### config.mk
export PLATFORM = sky130hd
export DESIGN_NAME = dcr_top
export DESIGN_NICKNAME = d
export VERILOG_FILES = /design/src/hdl/dcr_pkg.sv /design/src/hdl/dcr_power_fsm.sv /design/src/hdl/dcr_top.sv
export SDC_FILE = /design/constraint.sdc
export NUM_CORES = 1
export LEC_CHECK = 0
export BUFFER_PORTS_ARGS = -buffer_cell sky130_fd_sc_hd__buf_4
export CORE_MARGIN = 5
export CORE_UTILIZATION = 54
export CTS_CLUSTER_SIZE = 28
export DETAILED_ROUTE_END_ITERATION = 6
export MAX_ROUTING_LAYER = met4
export PLACE_DENSITY = 0.83
export SLEW_MARGIN = 15
export SYNTH_ARGS = -nofsm -noshare
export SYNTH_HDL_FRONTEND = slang
export SYNTH_SLANG_ARGS = --single-unit
export TNS_END_PERCENT = 50
### constraint.sdc
create_clock -name sys_clk -period 4.2 [get_ports sys_clk]
set_input_delay 1.05 -clock sys_clk [delete_from_list [all_inputs] [get_ports sys_clk]]
set_output_delay 1.05 -clock sys_clk [all_outputs]
set_load 0.005 [all_outputs]
### src/hdl/dcr_pkg.sv
// package: register map, field positions, reset values and timing for the converter control block
`default_nettype none
package dcr_pkg;
  // ****************************************************************
  // register offsets within one instance
  // ****************************************************************
  localparam logic [5:0] OFS_ACTIVATE = 6'h00;
  localparam logic [5:0] OFS_CONFIG   = 6'h04;
  localparam logic [5:0] OFS_CONTROL  = 6'h08;
  localparam logic [5:0] OFS_CODE     = 6'h0C;
  localparam logic [5:0] OFS_RSV_LO   = 6'h10;
  localparam logic [5:0] OFS_RSV_HI   = 6'h30;

  // instance base addresses in the controller space
  localparam logic [31:0] BASE_INST0 = 32'h0000_8000;
  localparam logic [31:0] BASE_INST1 = 32'h0000_8040;

  // ****************************************************************
  // field positions
  // ****************************************************************
  localparam int ACT_BIT        = 0;
  localparam int CFG_INTRL_BIT  = 0;
  localparam int CFG_PIN_BIT    = 1;
  localparam int CFG_SLEEP_BIT  = 2;
  localparam int CTL_ON_BIT     = 0;
  localparam int CTL_SRST_BIT   = 1;
  localparam int CODE_W         = 12;

  // ****************************************************************
  // reset values
  // ****************************************************************
  localparam logic        ACT_RST  = 1'b0;
  localparam logic [2:0]  CFG_RST  = 3'h0;
  localparam logic        ON_RST   = 1'b0;
  localparam logic [11:0] CODE_RST = 12'h000;

  // ****************************************************************
  // timing
  // ****************************************************************
  localparam int CLK_MHZ       = 100;
  localparam int SETTLE_NS     = 1000;  // one sample at 1 Msps
  localparam int SETTLE_CYC    = (SETTLE_NS * CLK_MHZ) / 1000;
  localparam int SRST_NS       = 150;   // least wait after soft reset
  localparam int SRST_CYC      = (SRST_NS * CLK_MHZ + 999) / 1000;

  // ****************************************************************
  // types
  // ****************************************************************
  typedef enum logic [2:0] {
    DCR_DEACT = 3'h0,
    DCR_SLEEP = 3'h1,
    DCR_OFF   = 3'h2,
    DCR_ON    = 3'h3,
    DCR_CONV  = 3'h4
  } dcr_state_e;

  typedef struct packed {
    logic        sleep_honor;
    logic        pin_buffer_enable;
    logic        internal_buffer_enable;
  } dcr_cfg_s;

  typedef struct packed {
    logic        analog_power;
    logic        clock_enable;
    logic        pin_buffer_on;
    logic        internal_buffer_on;
    logic        output_tristate;
    logic [11:0] code;
  } dcr_analog_s;
endpackage
`default_nettype wire

### src/hdl/dcr_power_fsm.sv
// module: power-state sequencer of the converter
`default_nettype none
module dcr_power_fsm (
  // clock and reset
  input  wire logic                sys_clk,
  input  wire logic                resetn,
  input  wire logic                clk_en,
  input  wire logic                local_rst,
  // control inputs
  input  wire logic                activate,
  input  wire logic                sleep_req,
  input  wire logic                sleep_honor,
  input  wire logic                output_on_flag,
  input  wire logic                code_change,
  // state
  output dcr_pkg::dcr_state_e      state
);
  localparam int CW = $clog2(dcr_pkg::SETTLE_CYC + 1);

  dcr_pkg::dcr_state_e state_q;
  dcr_pkg::dcr_state_e state_d;
  logic [CW-1:0]       settle_q;
  logic                on_prev_q;
  logic                change;

  // a toggle of the on bit or a new code is a change; a new code while on starts a conversion
  assign change = code_change | (output_on_flag != on_prev_q);

  // ****************************************************************
  // next state
  // ****************************************************************
  always_comb begin
    state_d = state_q;
    if (!activate) begin
      state_d = dcr_pkg::DCR_DEACT;
    end else if (sleep_req && sleep_honor) begin
      state_d = dcr_pkg::DCR_SLEEP;
    end else begin
      case (state_q)
        dcr_pkg::DCR_DEACT,
        dcr_pkg::DCR_SLEEP,
        dcr_pkg::DCR_OFF: begin
          state_d = output_on_flag ? dcr_pkg::DCR_CONV : dcr_pkg::DCR_OFF;
        end
        dcr_pkg::DCR_ON: begin
          if (change) begin
            state_d = output_on_flag ? dcr_pkg::DCR_CONV : dcr_pkg::DCR_OFF;
          end
        end
        dcr_pkg::DCR_CONV: begin
          if (!output_on_flag) begin
            state_d = dcr_pkg::DCR_OFF;
          end else if (settle_q == CW'(dcr_pkg::SETTLE_CYC - 1) && !change) begin
            state_d = dcr_pkg::DCR_ON;
          end
        end
        default: state_d = dcr_pkg::DCR_OFF;
      endcase
    end
  end

  // state register; local reset returns to off then re-evaluates
  always_ff @(posedge sys_clk or negedge resetn) begin
    if (!resetn) begin
      state_q <= dcr_pkg::DCR_DEACT;
    end else if (clk_en) begin
      state_q <= local_rst ? dcr_pkg::DCR_OFF : state_d;
    end
  end

  // settle counter restarts on every change so the code holds a full sample
  always_ff @(posedge sys_clk or negedge resetn) begin
    if (!resetn) begin
      settle_q  <= '0;
      on_prev_q <= dcr_pkg::ON_RST;
    end else if (clk_en) begin
      on_prev_q <= local_rst ? dcr_pkg::ON_RST : output_on_flag;
      if (local_rst || state_q != dcr_pkg::DCR_CONV || change) begin
        settle_q <= '0;
      end else if (settle_q != CW'(dcr_pkg::SETTLE_CYC - 1)) begin
        settle_q <= settle_q + CW'(1);
      end
    end
  end

  assign state = state_q;
endmodule
`default_nettype wire

### src/hdl/dcr_top.sv
// module: register file and analog control for one converter instance
`default_nettype none
module dcr_top #(
  parameter logic [31:0] BASE_ADDR = dcr_pkg::BASE_INST0
) (
  // clock and reset (ring oscillator domain)
  // sys_clk stands in for the ring oscillator; every flop here runs on it
  input  wire logic                sys_clk,
  input  wire logic                resetn,
  input  wire logic                clk_en,
  // register port from the controller
  input  wire logic [31:0]         reg_addr,
  input  wire logic                reg_wr,
  input  wire logic                reg_rd,
  input  wire logic [31:0]         reg_wdata,
  output logic [31:0]              reg_rdata,
  // chip sleep request, asynchronous to this clock
  input  wire logic                sleep_en_pin,
  // analog controls
  output dcr_pkg::dcr_analog_s     analog,
  output dcr_pkg::dcr_state_e      power_state
);
  // ****************************************************************
  // declarations
  // ****************************************************************
  logic                 active_q;
  dcr_pkg::dcr_cfg_s    cfg_q;
  logic                 output_on_flag_q;
  logic [11:0]          code_q;
  logic                 srst_q;
  logic                 sleep_s1_q;
  logic                 sleep_s2_q;
  logic                 code_change_q;
  logic                 local_rst;
  logic                 hit;
  logic [5:0]           ofs;
  logic                 wr_act;
  logic                 wr_cfg;
  logic                 wr_ctl;
  logic                 wr_code;
  dcr_pkg::dcr_state_e  state;
  logic                 ladder_live;
  logic                 clocks_run;
  logic                 sleeping;
  logic                 drive_ok;
  logic                 power_q;
  logic                 clken_q;
  logic                 pin_buf_q;
  logic                 int_buf_q;
  logic                 tristate_q;
  logic [11:0]          code_out_q;

  // address decode: a 64-byte window per instance, byte offsets
  assign hit     = (reg_addr[31:6] == BASE_ADDR[31:6]);
  assign ofs     = reg_addr[5:0];
  assign wr_act  = clk_en & reg_wr & hit & (ofs == dcr_pkg::OFS_ACTIVATE);
  assign wr_cfg  = clk_en & reg_wr & hit & (ofs == dcr_pkg::OFS_CONFIG);
  assign wr_ctl  = clk_en & reg_wr & hit & (ofs == dcr_pkg::OFS_CONTROL);
  assign wr_code = clk_en & reg_wr & hit & (ofs == dcr_pkg::OFS_CODE);

  // local reset is the one-cycle soft reset pulse; system reset is async
  assign local_rst = srst_q;

  // ****************************************************************
  // sleep request synchroniser
  // ****************************************************************
  always_ff @(posedge sys_clk or negedge resetn) begin
    if (!resetn) begin
      sleep_s1_q <= 1'b0;
      sleep_s2_q <= 1'b0;
    end else if (clk_en) begin
      sleep_s1_q <= sleep_en_pin;
      sleep_s2_q <= sleep_s1_q;
    end
  end

  // ****************************************************************
  // activate register: a write of zero or the system reset clears it; soft reset leaves it
  // ****************************************************************
  always_ff @(posedge sys_clk or negedge resetn) begin
    if (!resetn) begin
      active_q <= dcr_pkg::ACT_RST;
    end else if (wr_act) begin
      active_q <= reg_wdata[dcr_pkg::ACT_BIT];
    end
  end

  // ****************************************************************
  // configuration register, locked while output is on
  // ****************************************************************
  always_ff @(posedge sys_clk or negedge resetn) begin
    if (!resetn) begin
      cfg_q <= dcr_dcfg_rst();
    end else if (clk_en) begin
      if (local_rst) begin
        cfg_q <= dcr_dcfg_rst();
      end else if (wr_cfg && !output_on_flag_q) begin
        cfg_q.sleep_honor            <= reg_wdata[dcr_pkg::CFG_SLEEP_BIT];
        cfg_q.pin_buffer_enable      <= reg_wdata[dcr_pkg::CFG_PIN_BIT];
        cfg_q.internal_buffer_enable <= reg_wdata[dcr_pkg::CFG_INTRL_BIT];
      end
    end
  end

  function automatic dcr_pkg::dcr_cfg_s dcr_dcfg_rst();
    dcr_pkg::dcr_cfg_s c;
    c = dcr_pkg::CFG_RST;
    return c;
  endfunction

  // ****************************************************************
  // control register: output on and self-clearing soft reset
  // ****************************************************************
  always_ff @(posedge sys_clk or negedge resetn) begin
    if (!resetn) begin
      output_on_flag_q <= dcr_pkg::ON_RST;
    end else if (clk_en) begin
      if (local_rst) begin
        output_on_flag_q <= dcr_pkg::ON_RST;
      end else if (wr_ctl && !reg_wdata[dcr_pkg::CTL_SRST_BIT]) begin
        // on cannot be set while the block is deactivated
        output_on_flag_q <= reg_wdata[dcr_pkg::CTL_ON_BIT] & active_q;
      end
    end
  end

  // soft reset pulses one cycle; writing zero does nothing
  always_ff @(posedge sys_clk or negedge resetn) begin
    if (!resetn) begin
      srst_q <= 1'b0;
    end else if (clk_en) begin
      srst_q <= wr_ctl & reg_wdata[dcr_pkg::CTL_SRST_BIT];
    end
  end

  // ****************************************************************
  // output code register; whole field in one access
  // ****************************************************************
  always_ff @(posedge sys_clk or negedge resetn) begin
    if (!resetn) begin
      code_q        <= dcr_pkg::CODE_RST;
      code_change_q <= 1'b0;
    end else if (clk_en) begin
      if (local_rst) begin
        code_q        <= dcr_pkg::CODE_RST;
        code_change_q <= 1'b0;
      end else begin
        if (wr_code) begin
          code_q <= reg_wdata[dcr_pkg::CODE_W-1:0];
        end
        code_change_q <= wr_code && (reg_wdata[dcr_pkg::CODE_W-1:0] != code_q);
      end
    end
  end

  // ****************************************************************
  // read mux; reserved bits and unmapped offsets read zero
  // ****************************************************************
  always_ff @(posedge sys_clk or negedge resetn) begin
    if (!resetn) begin
      reg_rdata <= 32'h0000_0000;
    end else if (clk_en) begin
      if (reg_rd && hit) begin
        case (ofs)
          dcr_pkg::OFS_ACTIVATE: reg_rdata <= {31'h0, active_q};
          dcr_pkg::OFS_CONFIG:   reg_rdata <= {29'h0, cfg_q};
          dcr_pkg::OFS_CONTROL:  reg_rdata <= {31'h0, output_on_flag_q};
          dcr_pkg::OFS_CODE:     reg_rdata <= {20'h0, code_q};
          default:               reg_rdata <= 32'h0000_0000;  // reserved slots
        endcase
      end else begin
        reg_rdata <= 32'h0000_0000;
      end
    end
  end

  // ****************************************************************
  // power-state sequencer
  // ****************************************************************
  dcr_power_fsm u_fsm (
    .sys_clk        (sys_clk),
    .resetn         (resetn),
    .clk_en         (clk_en),
    .local_rst      (local_rst),
    .activate       (active_q),
    .sleep_req      (sleep_s2_q),
    .sleep_honor    (cfg_q.sleep_honor),
    .output_on_flag (output_on_flag_q),
    .code_change    (code_change_q),
    .state          (state)
  );

  // ****************************************************************
  // analog controls, registered; no interrupt exists
  // ****************************************************************
  // state decodes shared by the output flops below
  assign ladder_live = (state == dcr_pkg::DCR_ON) ||
                       (state == dcr_pkg::DCR_CONV);
  assign clocks_run  = (state != dcr_pkg::DCR_DEACT) &&
                       (state != dcr_pkg::DCR_SLEEP);
  assign sleeping    = (state == dcr_pkg::DCR_SLEEP);
  assign drive_ok    = output_on_flag_q && !sleeping;

  // ladder power only in on and converting; off still runs the converter clock
  always_ff @(posedge sys_clk or negedge resetn) begin
    if (!resetn) begin
      power_q <= 1'b0;
    end else if (clk_en) begin
      power_q <= ladder_live;
    end
  end

  // converter clock gated while deactivated or asleep
  always_ff @(posedge sys_clk or negedge resetn) begin
    if (!resetn) begin
      clken_q <= 1'b0;
    end else if (clk_en) begin
      clken_q <= clocks_run;
    end
  end

  // pin buffer needs its enable and the on bit, and is off in sleep
  always_ff @(posedge sys_clk or negedge resetn) begin
    if (!resetn) begin
      pin_buf_q <= 1'b0;
    end else if (clk_en) begin
      pin_buf_q <= cfg_q.pin_buffer_enable && drive_ok;
    end
  end

  // internal buffer feeds the comparator path
  always_ff @(posedge sys_clk or negedge resetn) begin
    if (!resetn) begin
      int_buf_q <= 1'b0;
    end else if (clk_en) begin
      int_buf_q <= cfg_q.internal_buffer_enable && drive_ok;
    end
  end

  // output floats only while sleep is honoured
  always_ff @(posedge sys_clk or negedge resetn) begin
    if (!resetn) begin
      tristate_q <= 1'b0;
    end else if (clk_en) begin
      tristate_q <= sleeping;
    end
  end

  // code copied as one word so the ladder never sees a half update
  always_ff @(posedge sys_clk or negedge resetn) begin
    if (!resetn) begin
      code_out_q <= dcr_pkg::CODE_RST;
    end else if (clk_en) begin
      code_out_q <= code_q;
    end
  end

  // packed view for the analog side; every field is a flop
  assign analog = '{
    analog_power:       power_q,
    clock_enable:       clken_q,
    pin_buffer_on:      pin_buf_q,
    internal_buffer_on: int_buf_q,
    output_tristate:    tristate_q,
    code:               code_out_q
  };

  assign power_state = state;
endmodule
`default_nettype wire

# ---- After elaboration in Yosys (flattened, before gate mapping)
# Index checks and enable logic that the tools add are counted.
dict set report totals {
  ff_bits 81
  inputBits 70
  output_inout_bits 52
  elab_cells 96
}
dict set report op_classes {
  addsub 1
  n_eq_ne 16
  n_mux 20
  n_bitwise 9
  n_reduce_logical 30
}
# cell n
set op_table {}
lappend op_table {{$pmux W12 S4} 1}
lappend op_table {{$mux W32} 1}
lappend op_table {{$mux W3} 9}
lappend op_table {{$eq A26 B10 Y1 const B} 1}
lappend op_table {{$mux W12} 2}
lappend op_table {{$mux W7} 2}
lappend op_table {{$eq A6 B4 Y1 const B} 2}
lappend op_table {{$ne A12 B12 Y1} 1}
lappend op_table {{$logic_and A1 B1 Y1} 10}
lappend op_table {{$pmux W3 S3} 1}
lappend op_table {{$and A1 B1 Y1} 8}
lappend op_table {{$reduce_and A2 Y1} 4}
lappend op_table {{$reduce_bool A2 Y1} 4}
lappend op_table {{$add A7 B1 Y7 const B} 1}
lappend op_table {{$eq A7 B7 Y1 const B} 1}
lappend op_table {{$ne A7 B7 Y1 const B} 1}
lappend op_table {{$eq A3 B2 Y1 const B} 2}
lappend op_table {{$eq A6 B3 Y1 const B} 1}
lappend op_table {{$logic_not A6 Y1} 1}
lappend op_table {{$ne A6 B4 Y1 const B} 1}
lappend op_table {{$ne A5 B3 Y1 const B} 1}
lappend op_table {{$logic_not A1 Y1} 4}
lappend op_table {{$mux W1} 4}
lappend op_table {{$eq A3 B1 Y1 const B} 1}
lappend op_table {{other kinds (10)} 12}

# ---- Depth between registers and ports, before layout
dict set report depth {
  word_depth 10
  ltp_mapped 5
  depth_no_buf 5
}

# ---- Hierarchy
# A second synthesis with hierarchy kept.
dict set report hier_totals {
  hier_cells 317
  hier_area_um2 3389.5
}
# module instances cells_each area_per_inst_um2 seq_area_each_um2
set by_module_without_submodules {}
lappend by_module_without_submodules {dcr_top 1 244 2713.9 1251.2}
lappend by_module_without_submodules {dcr_power_fsm 1 73 675.6 275.3}

# ---- Worst setup path before layout
# OpenSTA, ideal clock, no wires.
dict set report synth_path {
  kind {input to register}
  from {input port reg_addr[29]}
  to {register active_q}
  setup_ns 0.128
  arrival_time_ns 2.357
  required_ns 4.072
  path_slack_ns 1.715
  path_stages 5
  path_buffers 1
  path_cell_list {nor4_2 -> nand4_1 -> buf_2 -> nor4_1 -> mux2_1}
}
dict set report synth_between {
  elab_chain_len 3
}
# element line
set synth_rtl {}
lappend synth_rtl {{start, declared} dcr_top.sv:12} ;# input wire logic [31:0] reg_addr,
lappend synth_rtl {{$eq A26 B10 Y1} dcr_top.sv:54} ;# assign hit = (reg_addr[31:6] == BASE_ADDR[31:6]);
lappend synth_rtl {{$and A1 B1 Y1 (2 in series)} dcr_top.sv:56} ;# assign wr_act = clk_en & reg_wr & hit & (ofs == dcr_pkg::OFS_ACTIVATE);
lappend synth_rtl {{end signal, assigned} dcr_top.sv:82} ;# active_q <= dcr_pkg::ACT_RST;
lappend synth_rtl {{end signal, assigned} dcr_top.sv:84} ;# active_q <= reg_wdata[dcr_pkg::ACT_BIT];
lappend synth_rtl {{end, declared} dcr_top.sv:26} ;# logic active_q;
# No other way between the ends.
# A chain may end at the register's enable or synchronous reset.

# ---- Final worst setup path
dict set report layout_path {
  from {input port clk_en}
  to {register code_q[11]}
}
dict set report layout_between {
  elab_chain_len 5
}
# element line
set layout_rtl {}
lappend layout_rtl {{start, declared} dcr_top.sv:10} ;# input wire logic clk_en,
lappend layout_rtl {{$and A1 B1 Y1 (3 in series)} dcr_top.sv:59} ;# assign wr_code = clk_en & reg_wr & hit & (ofs == dcr_pkg::OFS_CODE);
lappend layout_rtl {{$reduce_bool A2 Y1 (no source line)} --}
lappend layout_rtl {{$reduce_and A2 Y1 (no source line) (*)} --}
lappend layout_rtl {{end signal, assigned} dcr_top.sv:141} ;# code_q <= dcr_pkg::CODE_RST;
lappend layout_rtl {{end signal, assigned} dcr_top.sv:145} ;# code_q <= dcr_pkg::CODE_RST;
lappend layout_rtl {{end signal, assigned} dcr_top.sv:149} ;# code_q <= reg_wdata[dcr_pkg::CODE_W-1:0];
lappend layout_rtl {{end, declared} dcr_top.sv:29} ;# logic [11:0] code_q;
# Mark *: on every way between the ends. The rest lies on a longest branch, timed or not.

==> impl_results.md <==
- Global placement routability congestion: 0.810
- Max Clock Skew: roughly 0.0066 ns
- Number of buffers added for setup after CTS: 0
- Met3 WL: roughly 520 um
- XOR/XNOR Fraction of Synth Area: between 4 and 5%
- CTS-repair resized insts: 0
- Max-cap violations: 0
- # H-tree levels: 3
- Final nets: approximately 440
- Placeable Area: roughly 0.006 mm2
- EDFF count, synth: 0
- Hold Buf Count CTS: 0
- CTS tree: yes
- Crit path max fanout: 40
- Compound-gate portion of the synthesized area: between 10 and 15%
- Die area: slightly below 0.008 mm2
- Leak: around 2 nW
- Vias in the first global route: 2513
- CP Capture Type: register
- GR Overflow Total: 0
- Min-Delay Path Depth: 2
- Final Power: 0.00132 W
- Worst-case clock buffer depth: 2
- Num Clock Sinks: around 60
- Final Cycle Share: 69.8%
- Worst slew pin tran: between 0.8 and 0.9 ns
- Pwr Density: roughly 320 mW/mm2
- Startpoint types: input port
- Later-pin clock latency in the skew report: roughly 0.33 ns
- Diode count: 0
- Seq cells post-synth: 61
- DR pass1 iterations: 4
- Via density per instance: ~5.7
- Synth-to-Final Area Change: 22.3%
- Clock transition at path regs: ~0.070 ns
- Fin. max-slew vios: 0
- Initial DRC count: approximately 130
- Min Tclk post-route: 2.93 ns
- Cell Area, Synth: 0.00337 mm2
- Final WL: approximately 7.4 mm
- Uppermost layer routed: met4
- Routed length on met2: between 3 and 4 mm
- Post-Syn Instances: approximately 300
- Primary FF master, synth: dfrtp_1
- DRC: 0
- RSZ-0062 raised after global routing: false
- Layout cells sized above 1: about 35%
- Worst Path Arrival: roughly 3.2 ns
- TNS Setup: 0 ns
- Initial Util: a little under three fifths
- Post-synthesis adder-cell area fraction: less than 1%
- CTS root buffer: clkbuf_8
- Most frequent cells in the layout: buf_4, dfrtp_1, conb_1
- Worst slew margin: 42.3%
- Global-route wire length before repair: ~12 mm
- M1 WL: 3.22 mm
- Io pins: around 120
- Commonest non-fill, non-tap cell in the layout: buf_4
- Simple-gate portion of the synthesized area: about a fifth
- Register area share after synthesis: between 40% and 50%
- CTS Buf Count: 9
- Synth unique cells: 54
- Post-synth ARST share: 100%
- I/O Buffers: 81
- Gr usage total: between 20% and 30%
- Total number of yosys warnings: 0
- Detailed placement HPWL: 5.27 mm
- DR vias: 2556
- Initial antenna violation count: 0
- Worst IR Drop VDD: around 0.24 mV
- Cell Rows: 28
- Setup CP Type: input port to register
- FF-to-FF path depth: 4
- Antenna viol nets, final: 0
- Mux share of post-synthesis cell area: under 10%
- WP data required: between 4 and 5 ns
- Highest Clock Rate: between 0.3 and 0.4 GHz
- Largest family of logic cells by synthesized area: simple AND/OR/NAND/NOR gates
- Width of the die: between 80 and 90 um
- Worst hold path type: register to register
- Die H: a little under 90 um
- Pin count of the biggest net entering global routing: between 60 and 70
- Synthesized area per cell: between 10 and 15 um2
- Routed len/inst: 16.6 um
- Filler cell count: approximately 450
- Run status: completed
- Hold Fails Final Rpt: 0
- Setup violators final: 0
[Yosys cell counts, types with 2 or more instances]
library cell / n / area (um2)
a21o_1: 2 / 15.0
a221o_1: 12 / 120
a22o_1: 15 / 131
a31oi_1: 2 / 12.5
and2_1: 2 / 12.5
and3_1: 15 / 93.8
buf_1: 2 / 7.51
buf_2: 5 / 25.0
buf_4: 25 / 188
clkbuf_1: 9 / 33.8
dfrtp_1: 61 / 1530
inv_1: 2 / 7.51
mux2_2: 17 / 191
mux2i_1: 4 / 40.0
nand2_1: 12 / 45.0
nand2b_1: 2 / 12.5
nand3_1: 5 / 25.0
nand3_2: 2 / 20.0
nand4_1: 7 / 43.8
nor2_1: 13 / 48.8
nor2b_1: 3 / 18.8
nor3_1: 2 / 10.0
nor3b_2: 2 / 25.0
nor4_1: 7 / 43.8
nor4_2: 3 / 37.5
nor4_4: 2 / 42.5
nor4b_1: 2 / 17.5
nor4b_2: 2 / 30.0
o21ai_0: 4 / 20.0
o311a_1: 12 / 120
o311ai_1: 2 / 17.5
or3b_1: 2 / 17.5
xnor2_1: 2 / 17.5
xor2_1: 15 / 131
[sequential cells by signal, summed over array words and instances, names as in the netlist, 3 cells and up]
| signal | count |
|---|---|
| cfg_q | 3 |
| code_out_q | 12 |
| code_q | 12 |
| reg_rdata | 12 |
| u_fsm.settle_q | 7 |
| u_fsm.state | 3 |
[through the flow]
stage / setup WS [ns] / hold WS [ns] / instance area [um2] / std cells / utilization, %
4_1_cts: 1.32 / 0.504 / 4120 / 445 / 68.7
3_5_place_dp: 0.948 / 0.478 / 3890 / 429 / 64.9
2_1_floorplan: 1.72 / 0.454 / 3440 / 313 / -
3_3_place_gp: 0.960 / 0.475 / 3890 / 429 / 64.9
5_1_grt: 1.10 / 0.518 / 4120 / 445 / 68.7
6_report: 1.27 / 0.500 / 4120 / 445 / 68.7
[power breakdown]
| group | internal (W) | switching [W] | leakage [nW] |
|---|---|---|---|
| registers | 0.000599 | 0.0000112 | 0.845 |
| logic | 0.0000630 | 0.0000614 | 1.08 |
| clock network | 0.000367 | 0.000222 | 0.110 |
| total | 0.00103 | 0.000294 | 2.04 |
[path summary, 6_finish.rpt]
check	start	to	slack [ns]
min in group asynchronous	resetn	clken_q$_DFFE_PN0P_	0.79
min	tristate_q$_DFFE_PN0P_	tristate_q$_DFFE_PN0P_	0.50
max in group asynchronous	resetn	code_q[2]$_DFFE_PN0P_	2.92
max reg2reg	output_on_flag_q$_DFFE_PN0P_	u_fsm.state[0]$_DFFE_PN0P_	2.41
max	clk_en	code_q[11]$_DFFE_PN0P_	1.27
min reg2reg	tristate_q$_DFFE_PN0P_	tristate_q$_DFFE_PN0P_	0.50
[cells by family after synthesis]
| group | Yosys count |
|---|---|
| adder cells (fa/ha/maj) | 1 |
| AO/OA/AOI/OAI | 55 |
| multiplexers | 23 |
| XOR/XNOR | 17 |
| AND/OR/NAND/NOR | 91 |
| flip-flops | 61 |
| other | 1 |
| buffers and inverters | 45 |
[cell type report]
cell class / instances / area [um2] / area share, %
clock buffer: 13 / 159 / 3.86
clock inverter: 3 / 67.6 / 1.64
inverter: 3 / 11.3 / 0.274
multi-input combinational: 207 / 1630 / 39.7
sequential: 61 / 1530 / 37.1
tap: 75 / 93.8 / 2.28
timing repair buffer: 83 / 623 / 15.1
[worst max-delay path: stages]
cell and delay [ns]:
buf_4 0.36, nor4b_2 0.30, nand4_1 0.38, nor3_2 0.83, a221o_1 0.27
[metal layers]
| metal | vias up | global-route usage, % |
|---|---|---|
| met5 | - | - |
| li1 | 1221 | - |
| met4 | 0 | 7.17 |
| met2 | 99 | 31.4 |
| met1 | 1228 | 26.5 |
| met3 | 8 | 5.35 |
Power figures use the tool's default switching activity.
